<file path="config.mk">
export PLATFORM = sky130hd
export DESIGN_NAME = ecc_ctrl
export DESIGN_NICKNAME = d
export VERILOG_FILES = /design/src/logic/ecc_pkg.sv /design/src/logic/ecc_router.sv /design/src/logic/ecc_scaler.sv /design/src/logic/ecc_ctrl.sv
export SDC_FILE = /design/constraint.sdc
export NUM_CORES = 1
export LEC_CHECK = 0
export BUFFER_PORTS_ARGS = -buffer_cell sky130_fd_sc_hd__buf_4
export CAP_MARGIN = 20
export CORE_ASPECT_RATIO = 0.9
export CORE_MARGIN = 3
export CORE_UTILIZATION = 63
export CTS_BUF_LIST = sky130_fd_sc_hd__clkbuf_16
export DETAILED_ROUTE_END_ITERATION = 16
export HOLD_SLACK_MARGIN = 0.03
export PLACE_DENSITY_LB_ADDON = 0.2
export SYNTH_ARGS = -nofsm -noshare
export SYNTH_HDL_FRONTEND = slang
export SYNTH_SLANG_ARGS = --single-unit
export TNS_END_PERCENT = 5
</file>
<file path="constraint.sdc">
create_clock -name clk_sys -period 8 [get_ports clk_sys]
set_input_delay 1.2 -clock clk_sys [delete_from_list [all_inputs] [get_ports clk_sys]]
set_output_delay 1.2 -clock clk_sys [all_outputs]
set_load 0.01 [all_outputs]
</file>
<file path="src/logic/ecc_pkg.sv">
// Shared constants and carrier types for the excitation current control block
package ecc_pkg;

  // ==========================================================
  // Register map
  localparam logic [7:0] CSC_ADDR = 8'hd5;
  localparam logic [7:0] CSC_RESET = 8'h00;

  // ==========================================================
  // Field positions in the control register
  localparam int BIT_SOURCE_ONE_ON = 0;
  localparam int BIT_SOURCE_TWO_ON = 1;
  localparam int BIT_SOURCE_ONE_PIN = 2;
  localparam int BIT_SOURCE_TWO_PIN = 3;
  localparam int BIT_MAIN_CORR = 4;
  localparam int BIT_AUX_CORR = 5;
  localparam int BIT_BURNOUT = 6;
  localparam int BIT_RESERVED = 7;

  // ==========================================================
  // Analog and datapath figures
  localparam logic [9:0] SOURCE_UA = 10'h0c8;
  localparam int CONV_W = 16;
  localparam int CAL_W = 16;
  localparam int CAL_FRAC = 15;
  localparam int NUM_CONV = 2;

  // ==========================================================
  // Carrier types
  typedef struct packed {
    logic burnout_on;
    logic aux_conv_current_correction;
    logic main_conv_current_correction;
    logic source_two_pin_select;
    logic source_one_pin_select;
    logic source_two_on;
    logic source_one_on;
  } ecc_csc_s;

  typedef struct packed {
    logic valid;
    logic [CONV_W-1:0] data;
  } ecc_conv_s;

  typedef struct packed {
    logic from_one;
    logic from_two;
    logic [9:0] current_ua;
  } ecc_pin_s;

  typedef struct packed {
    ecc_csc_s csc;
    logic [7:0] rdata;
    logic rd_valid;
  } ecc_ctrl_state_s;

endpackage : ecc_pkg

</file>
<file path="src/logic/ecc_router.sv">
// Routes the two excitation sources onto the two excitation pins
`timescale 1ns/1ns
module ecc_router
(
  input logic clk_sys,
  input logic resetn,
  input ecc_pkg::ecc_csc_s csc,
  output ecc_pkg::ecc_pin_s first_excitation_pin,
  output ecc_pkg::ecc_pin_s second_excitation_pin
);

  // ==========================================================
  // Pin selection per source
  logic pin_of_one;
  logic pin_of_two;
  logic [1:0] one_here;
  logic [1:0] two_here;
  ecc_pkg::ecc_pin_s [1:0] pin_r;
  ecc_pkg::ecc_pin_s [1:0] pin_nxt;

  // Index 0 is the first pin, 1 the second
  assign pin_of_one = csc.source_one_pin_select;
  assign pin_of_two = ~csc.source_two_pin_select;

  // ==========================================================
  // Per-pin switch terms; no exclusion, so both may land on one pin
  for (genvar p = 0; p < 2; p++)
  begin : g_pin
    assign one_here[p] = csc.source_one_on & (pin_of_one == 1'(p));
    assign two_here[p] = csc.source_two_on & (pin_of_two == 1'(p));
  end

  // Current sums add, giving 400 uA on a shared pin
  always_comb
  begin
    for (int i = 0; i < 2; i++)
    begin
      pin_nxt[i].from_one = one_here[i];
      pin_nxt[i].from_two = two_here[i];
      pin_nxt[i].current_ua = (one_here[i] ? ecc_pkg::SOURCE_UA : 10'h000)
                            + (two_here[i] ? ecc_pkg::SOURCE_UA : 10'h000);
    end
  end

  // Registered so the analog switches see glitch-free levels
  always_ff @(posedge clk_sys)
  begin
    if (!resetn)
      pin_r <= '0;
    else
      pin_r <= pin_nxt;
  end

  assign first_excitation_pin = pin_r[0];
  assign second_excitation_pin = pin_r[1];

endmodule : ecc_router

</file>
<file path="src/logic/ecc_scaler.sv">
// Optional calibration-word scaling of one converter result stream
`timescale 1ns/1ns
module ecc_scaler #(
  parameter int DATA_W = 16,
  parameter int CAL_W = 16,
  parameter int FRAC = 15
)
(
  input logic clk_sys,
  input logic resetn,
  input logic correct_en,
  input logic [CAL_W-1:0] cal_word,
  input logic in_valid,
  input logic [DATA_W-1:0] in_data,
  output logic out_valid,
  output logic [DATA_W-1:0] out_data
);

  // ==========================================================
  // State and product
  typedef struct packed {
    logic valid;
    logic [DATA_W-1:0] data;
  } ecc_scl_state_s;

  ecc_scl_state_s st_r;
  ecc_scl_state_s st_nxt;
  logic [DATA_W+CAL_W-1:0] prod;
  logic [DATA_W+CAL_W-1:0] shifted;

  // Cal word is fixed point with FRAC fraction bits; overflow saturates
  always_comb
  begin
    prod = (DATA_W+CAL_W)'(in_data) * (DATA_W+CAL_W)'(cal_word);
    shifted = prod >> FRAC;
    st_nxt = st_r;
    st_nxt.valid = in_valid;
    if (in_valid)
    begin
      if (!correct_en)
        st_nxt.data = in_data;
      else if (|shifted[DATA_W+CAL_W-1:DATA_W])
        st_nxt.data = '1;
      else
        st_nxt.data = shifted[DATA_W-1:0];
    end
  end

  // One cycle of latency whether or not scaling is on
  always_ff @(posedge clk_sys)
  begin
    if (!resetn)
      st_r <= '0;
    else
      st_r <= st_nxt;
  end

  assign out_valid = st_r.valid;
  assign out_data = st_r.data;

endmodule : ecc_scaler

</file>
<file path="src/logic/ecc_ctrl.sv">
// Current-source control register with source routing and result correction
`timescale 1ns/1ns
// Function
// - Register clears to zero at reset
// - Bit 7 reserved, no control effect
// - Bit 6 enables both burnout currents together
// - Bit 5 scales auxiliary converter result
// - Bit 4 scales main converter result
// - Bit 3 set routes source two first
// - Bit 2 set routes source one second
// - Bit 1 switches source two on
// - Bit 0 switches source one on
// - Both sources may share one pin
module ecc_ctrl
(
  input logic clk_sys,
  input logic resetn,
  input logic [7:0] sfr_addr,
  input logic sfr_wr,
  input logic sfr_rd,
  input logic [7:0] sfr_wdata,
  output logic [7:0] sfr_rdata,
  output logic sfr_rd_valid,
  output logic sfr_hit,
  input ecc_pkg::ecc_conv_s main_conv_in,
  input ecc_pkg::ecc_conv_s aux_conv_in,
  input logic [ecc_pkg::CAL_W-1:0] main_cal_word,
  input logic [ecc_pkg::CAL_W-1:0] aux_cal_word,
  output ecc_pkg::ecc_conv_s main_conv_out,
  output ecc_pkg::ecc_conv_s aux_conv_out,
  output logic source_one_on,
  output logic source_two_on,
  output logic source_one_pin_select,
  output logic source_two_pin_select,
  output logic main_conv_current_correction,
  output logic aux_conv_current_correction,
  output logic burnout_pos_on,
  output logic burnout_neg_on,
  output ecc_pkg::ecc_pin_s first_excitation_pin,
  output ecc_pkg::ecc_pin_s second_excitation_pin
);

  // ==========================================================
  // Register state
  ecc_pkg::ecc_ctrl_state_s st_r;
  ecc_pkg::ecc_ctrl_state_s st_nxt;
  logic [7:0] rd_word;
  logic wr_hit;
  logic rd_hit;

  // Only one address is decoded; others are left to other SFRs
  assign sfr_hit = (sfr_addr == ecc_pkg::CSC_ADDR);
  assign wr_hit = sfr_wr & sfr_hit;
  assign rd_hit = sfr_rd & sfr_hit;

  // ==========================================================
  // Read image: reserved bit always reads zero
  always_comb
  begin
    rd_word = 8'h00;
    rd_word[ecc_pkg::BIT_SOURCE_ONE_ON] = st_r.csc.source_one_on;
    rd_word[ecc_pkg::BIT_SOURCE_TWO_ON] = st_r.csc.source_two_on;
    rd_word[ecc_pkg::BIT_SOURCE_ONE_PIN] = st_r.csc.source_one_pin_select;
    rd_word[ecc_pkg::BIT_SOURCE_TWO_PIN] = st_r.csc.source_two_pin_select;
    rd_word[ecc_pkg::BIT_MAIN_CORR] = st_r.csc.main_conv_current_correction;
    rd_word[ecc_pkg::BIT_AUX_CORR] = st_r.csc.aux_conv_current_correction;
    rd_word[ecc_pkg::BIT_BURNOUT] = st_r.csc.burnout_on;
    rd_word[ecc_pkg::BIT_RESERVED] = 1'b0;
  end

  // ==========================================================
  // Next-state: writes land on the next edge, reads see old value
  always_comb
  begin
    st_nxt = st_r;
    st_nxt.rd_valid = rd_hit;
    if (rd_hit)
    begin
      st_nxt.rdata = rd_word;
    end
    if (wr_hit)
    begin
      // Bit 7 is dropped here, so it steers nothing
      st_nxt.csc.source_one_on = sfr_wdata[ecc_pkg::BIT_SOURCE_ONE_ON];
      st_nxt.csc.source_two_on = sfr_wdata[ecc_pkg::BIT_SOURCE_TWO_ON];
      st_nxt.csc.source_one_pin_select = sfr_wdata[ecc_pkg::BIT_SOURCE_ONE_PIN];
      st_nxt.csc.source_two_pin_select = sfr_wdata[ecc_pkg::BIT_SOURCE_TWO_PIN];
      st_nxt.csc.main_conv_current_correction = sfr_wdata[ecc_pkg::BIT_MAIN_CORR];
      st_nxt.csc.aux_conv_current_correction = sfr_wdata[ecc_pkg::BIT_AUX_CORR];
      st_nxt.csc.burnout_on = sfr_wdata[ecc_pkg::BIT_BURNOUT];
    end
  end

  // Synchronous reset puts every control off
  always_ff @(posedge clk_sys)
  begin
    if (!resetn)
    begin
      st_r.csc <= ecc_pkg::CSC_RESET[6:0];
      st_r.rdata <= 8'h00;
      st_r.rd_valid <= 1'b0;
    end
    else
    begin
      st_r <= st_nxt;
    end
  end

  // ==========================================================
  // Register read port
  assign sfr_rdata = st_r.rdata;
  assign sfr_rd_valid = st_r.rd_valid;

  // ==========================================================
  // Static control levels straight from the register flops
  assign source_one_on = st_r.csc.source_one_on;
  assign source_two_on = st_r.csc.source_two_on;
  assign source_one_pin_select = st_r.csc.source_one_pin_select;
  assign source_two_pin_select = st_r.csc.source_two_pin_select;
  assign main_conv_current_correction = st_r.csc.main_conv_current_correction;
  assign aux_conv_current_correction = st_r.csc.aux_conv_current_correction;

  // One bit feeds both burnout sources so they never split
  assign burnout_pos_on = st_r.csc.burnout_on;
  assign burnout_neg_on = st_r.csc.burnout_on;

  // ==========================================================
  // Excitation pin routing, one cycle behind the register
  ecc_router u_router
  (
    .clk_sys(clk_sys),
    .resetn(resetn),
    .csc(st_r.csc),
    .first_excitation_pin(first_excitation_pin),
    .second_excitation_pin(second_excitation_pin)
  );

  // ==========================================================
  // Converter result correction, index 0 main, 1 auxiliary
  ecc_pkg::ecc_conv_s conv_in_a [ecc_pkg::NUM_CONV];
  ecc_pkg::ecc_conv_s conv_out_a [ecc_pkg::NUM_CONV];
  logic [ecc_pkg::CAL_W-1:0] cal_a [ecc_pkg::NUM_CONV];
  logic corr_a [ecc_pkg::NUM_CONV];

  assign conv_in_a[0] = main_conv_in;
  assign conv_in_a[1] = aux_conv_in;
  assign cal_a[0] = main_cal_word;
  assign cal_a[1] = aux_cal_word;
  assign corr_a[0] = st_r.csc.main_conv_current_correction;
  assign corr_a[1] = st_r.csc.aux_conv_current_correction;

  // Same scaler per converter; the enable is sampled per result
  for (genvar c = 0; c < ecc_pkg::NUM_CONV; c++)
  begin : g_conv
    ecc_scaler #(
      .DATA_W(ecc_pkg::CONV_W),
      .CAL_W(ecc_pkg::CAL_W),
      .FRAC(ecc_pkg::CAL_FRAC)
    ) u_scaler
    (
      .clk_sys(clk_sys),
      .resetn(resetn),
      .correct_en(corr_a[c]),
      .cal_word(cal_a[c]),
      .in_valid(conv_in_a[c].valid),
      .in_data(conv_in_a[c].data),
      .out_valid(conv_out_a[c].valid),
      .out_data(conv_out_a[c].data)
    );
  end

  assign main_conv_out = conv_out_a[0];
  assign aux_conv_out = conv_out_a[1];

endmodule : ecc_ctrl

</file>
Word level (Yosys, flattened, before mapping) --
Cells that the tools add are included.
Word-level totals: flip-flop bits (word level) 73, word-level logic and storage cells 40
Cells by class: $add $sub $neg 2, $mul 2, equal/unequal tests 1, mux-type cells 8, bitwise logic cells 8
Operators with widths (count):
- 16-bit by 16-bit multiplier with 32-bit output | 2
- 16-bit two-way mux | 4
- 8-bit two-way mux | 4
- 10-bit adder | 2
- 8-bit equality test, second input constant | 1
- 1-bit bitwise AND | 6
- 1-bit inverter | 2

Logic depth before layout (Yosys ltp) --
word-level depth 4, mapped depth 24, depth with buffers taken out 22

Hierarchy --
A second synthesis with hierarchy kept.
Second synthesis, totals: cells, all modules 2158, area total of the unflattened synthesis 19003.2 um^2
By module, submodules not included:
- ecc_scaler at g_conv[1].u_scaler | instances 1, cells an instance 1034, area an instance 9029.9 um^2, seq. area each 340.3 um^2
- ecc_scaler at g_conv[0].u_scaler | instances 1, cells an instance 1016, area an instance 8864.8 um^2, seq. area each 340.3 um^2
- ecc_ctrl | instances 1, cells an instance 61, area an instance 631.9 um^2, seq. area each 300.3 um^2
- ecc_router | instances 1, cells an instance 47, area an instance 476.7 um^2, seq. area each 200.2 um^2

Worst setup path before layout --
Ideal clock, no wire load.
path kind input to register, from in aux_conv_in[13] (netlist bit), to reg g_conv[1].u_scaler.st_r (netlist bit g_conv[1].u_scaler.out_data[10]), arrival time 7028 ps, slack 906 ps, stages 23, cells stage by stage clkbuf_1 > clkbuf_1 > nand2_1 > fa_1 > fa_1 > fa_1 > inv_1 > fa_1 > fa_1 > inv_1 > fa_1 > inv_1 > ha_1 > nand2_1 > o31ai_1 > a31oi_1 > and4_4 > or3_1 > mux2_4 > o21ai_4 > buf_6 > nor2_2 > a21oi_2
On the way: longest elaborated chain between the ends 3
RTL lines:
- start: declaration | line ecc_ctrl.sv:26 | input ecc_pkg::ecc_conv_s aux_conv_in,
- 16-bit by 16-bit multiplier with 32-bit output | line ecc_scaler.sv:34 | prod = (DATA_W+CAL_W)'(in_data) * (DATA_W+CAL_W)'(cal_word);
- 16-bit two-way mux | line ecc_scaler.sv:42 | else if (|shifted[DATA_W+CAL_W-1:DATA_W])
- 16-bit two-way mux | line ecc_scaler.sv:40 | if (!correct_en)
- end signal: assignment | line ecc_scaler.sv:55 | st_r <= st_nxt;
- end: declaration | line ecc_scaler.sv:26 | ecc_scl_state_s st_r;
No other way between the ends. A chain may end at the register's enable or synchronous reset.

Worst setup path in the final report --
from in main_conv_in[7] (netlist bit), to reg g_conv[0].u_scaler.st_r (netlist bit g_conv[0].u_scaler.out_data[4])
On the way: longest elaborated chain between the ends 3
RTL lines:
- start: declaration | line ecc_ctrl.sv:25 | input ecc_pkg::ecc_conv_s main_conv_in,
- 16-bit by 16-bit multiplier with 32-bit output | line ecc_scaler.sv:34
- 16-bit two-way mux | line ecc_scaler.sv:42
- 16-bit two-way mux | line ecc_scaler.sv:40
- end signal: assignment | line ecc_scaler.sv:55
- end: declaration | line ecc_scaler.sv:26
No other way between the ends.

==> results_dict.tcl <==
set metrics [dict create \
    hp-class "flop to flop" \
    fin_setup_tns_ns 0 \
    portBuffers 149 \
    clkLatencyLatePin_ns 0.32 \
    pin_count 162 \
    critPathMaxStageDelay_ns 0.79 \
    hold_viol 0 \
    cts_sinks 59 \
    rows 58 \
    status "completed" \
    ant_nets 0 \
    crit_type "input pin to flop" \
    worst-r2r-cell-count 6 \
    holdPathStages 2 \
    synth_ff_type "dfxtp_1" \
    grt_pass1_wl_mm 77.80 \
    die_w_um 186.7 \
    via_count 14390 \
    met2_usage_pct 51.59 \
    drive_above_1_share_pct 8.761 \
    ir_drop_uv 434.1 \
    worst_ep_required_time_ns 8.25 \
    layout_common_cells "inv_1, fa_1, nand2_1" \
    pwr_density_cell_mw_per_mm2 406.7 \
    worst_path_most_repeated_cell "fa_1" \
    drt-total-wl_mm 45.70 \
    min_period_ns 7.562 \
    postCtsSetupBuffers 0 \
    crit_end "g_conv[0].u_scaler.out_data[4]" \
    coreArea_mm2 0.02845 \
    antenna_found_initial 0 \
    slowest_stage "nor3b_2" \
    cts_tree "built" \
    ys_seq_elements 59 \
    reg2reg_to "g_conv[0].u_scaler.out_data[4]" \
    final_area_mm2 0.02005 \
    clk_pin_slew_ns 0.06 \
    synth_top_cell_by_area "fa_1" \
    fin_nets 2853 \
    synth_area_leaders "fa_1, ha_1, inv_1" \
    synth.top_cell.area_share_pct 41.73 \
    drtIter0Drc 918 \
    area.growth.synth_to_final_pct 8.277 \
    critPathArrivalTime_ns 7.81 \
    fin_crit_sh_pct 94.53 \
    viasPerCell 5.597 \
    p_sw_mw 4.489 \
    layout_commonest_cell "inv_1" \
    yosysWarnings 0 \
    chipHeight_um 168.6 \
    p_seq_share_pct 3.9 \
    placedCellCount 2552 \
    tightest_slew_ns 0.9756 \
    grt_pass1_vias 15790 \
    wl_per_cell_um 17.78 \
    track_usage_pct 30.44 \
    slew_viol_final 0 \
    hold_ws_ns 0.4390 \
    synth_area_per_cell_um2 8.835 \
    combPwrFrac_pct 91.8 \
    cts_resized 0 \
    r2r_slack_ns 5.62 \
    clock_path_buffers 2 \
    ys_async_sr_fraction_pct 0 \
    cts_max_level 3 \
    worstSetupStartpoint "main_conv_in[7]" \
    post_dp_cell_area_mm2 0.01976 \
    cap_violations 0 \
    end_kind "flop" \
    crit_fanout 17 \
    grt_setup_unrepaired "no" \
    internal-power_mw 3.667 \
    antennaDiodeCount 0 \
    pwr-share-clk_pct 4.3 \
    synth_enable_flop_cells 0 \
    die_area_mm2 0.03149 \
    grt_max_degree 25 \
    overflow 0 \
    gp_congestion 0.8832 \
    slew_headroom_pct 34.67 \
    cts_made_buffers 9 \
    cts_root_buf "clkbuf_16" \
    hold_buffers 0 \
    startpoint_type "input pin" \
    dr.pass1.iters 7 \
    met3_usage_pct 5.633 \
    fmax_ghz 0.1322 \
    syn_inst 2096 \
    start_util_pct 65.10 \
    layoutNonFillerInstCount 2570 \
    p_leak_nw 10.68 \
    synth_area_mm2 0.01852 \
    switching_share_pct 55.04 \
    clock_skew_ns 0.004124 \
    path_cells "buf_4 -> and2_1 -> fa_1 -> inv_1 -> fa_1 -> fa_1 -> fa_1 -> inv_1 -> fa_1 -> inv_1 -> fa_1 -> inv_1 -> ha_1 -> nand2_1 -> or4b_1 -> a31oi_1 -> or4_1 -> a21oi_1 -> nor3b_2 -> o221ai_1 -> nand2_1" \
    ys_seq_area_share_pct 6.378 \
    drc 0 \
    grt.met1_usage_pct 39.89 \
    synth.distinct_cells 58 \
    r2r-start "main_conv_current_correction" \
    grt_busiest_layer "met2" \
    dpl.hpwl_mm 35.76 \
    setup_viol 0 \
]
==> cells by family (layout without fill, tap and decap cells) <==
| kind of cell | after synthesis | count (layout) | share of synthesized area [%] |
|---|---|---|---|
| simple gates | 691 | 691 | 17.90 |
| compound gates | 153 | 153 | 6.000 |
| flops | 59 | 59 | 6.378 |
| mux | 15 | 15 | 0.8378 |
| fa+ha+maj | 592 | 592 | 55.65 |
| xor+xnor | 33 | 33 | 1.561 |
| buf+inv | 552 | 626 | 11.66 |
| other cells | 1 | 11 | 0.02025 |
==> critical path: cells and delay by family <==
| kind | cells | cell delay (ns) |
|---|---|---|
| simple gates | 6 | 2.04 |
| compound gates | 3 | 0.86 |
| fa+ha+maj | 7 | 3.29 |
| buf+inv | 5 | 0.41 |
==> state kept, by name, summed over array words and instances (netlist names), 2 cells and up <==
register and flops:
sfr_rdata 7, g_conv.u_scaler.out_data 32, u_router.second_excitation_pin 5, u_router.first_excitation_pin 5, g_conv.u_scaler.out_valid 2
==> final cells by class <==
class | count | area [µm²]
multi-input cells | 1495 | 15220
fillers | 2257 | 8397
inverters | 454 | 1704
repair buffers | 156 | 1184
flip-flops and latches | 59 | 1181
well taps | 390 | 488.0
clock buffers | 9 | 225.2
clock inverters | 7 | 52.55
==> stage by stage <==
step / setup slack [ns] / util [%] / total power, mW
floorplan: 0.9059 / - / 6.029
global placement: 0.3477 / 69.45 / 7.488
detailed placement: 0.2433 / 69.45 / 7.680
CTS: 0.5304 / 70.43 / 8.109
global route: 0.1414 / 70.48 / 9.214
finish: 0.4379 / 70.48 / 8.155
==> cell usage after synthesis, drive strengths merged, types with 3 or more instances <==
library cell and n:
nor3 5, and2 234, and3 3, or3 3, nand4 7, mux2i 14
nor2 46, a31oi 8, o31ai 4, buf 24, xor2 13, ha 206
dfxtp 59, nand2b 10, nand3 8, clkbuf 74, inv 454, a211oi 4
o221ai 29, a21oi 39, xnor2 20, fa 386, a21o 20, o21ai 24
o211ai 7, nand2 362, o21a 6
==> per-layer routing <==
metal	routed length, µm	vias to the layer above	part of all wire (%)
met5	0	-	0
met4	1599	0	3.5
met3	4069	121	8.9
met2	22050	625	48
met1	17970	7214	39
li1	-	6425	-
==> worst min path at each step <==
stage | startpoint | slack (ns) | endpoint
final | g_conv[1].u_scaler.out_data[13] | 0.44 | g_conv[1].u_scaler.out_data[13]
after global routing | g_conv[1].u_scaler.out_data[9] | 0.46 | g_conv[1].u_scaler.out_data[9]
after CTS | g_conv[1].u_scaler.out_data[13] | 0.44 | g_conv[1].u_scaler.out_data[13]
after detailed placement | g_conv[0].u_scaler.out_data[7] | 0.43 | g_conv[0].u_scaler.out_data[7]
after global placement | g_conv[1].u_scaler.out_data[11] | 0.43 | g_conv[1].u_scaler.out_data[11]
after floorplan | g_conv[0].u_scaler.out_data[14] | 0.46 | g_conv[0].u_scaler.out_data[14]
==> power groups by stage <==
stage	Combinational, mW	Clock [mW]	Sequential (mW)
3_5_place_dp	7.36	0	0.323
4_1_cts	7.44	0.357	0.317
3_3_place_gp	7.17	0	0.323
6_report	7.49	0.352	0.317
2_1_floorplan	5.70	0	0.325
5_1_grt	8.53	0.369	0.318
Power figures use the tool's default switching activity.
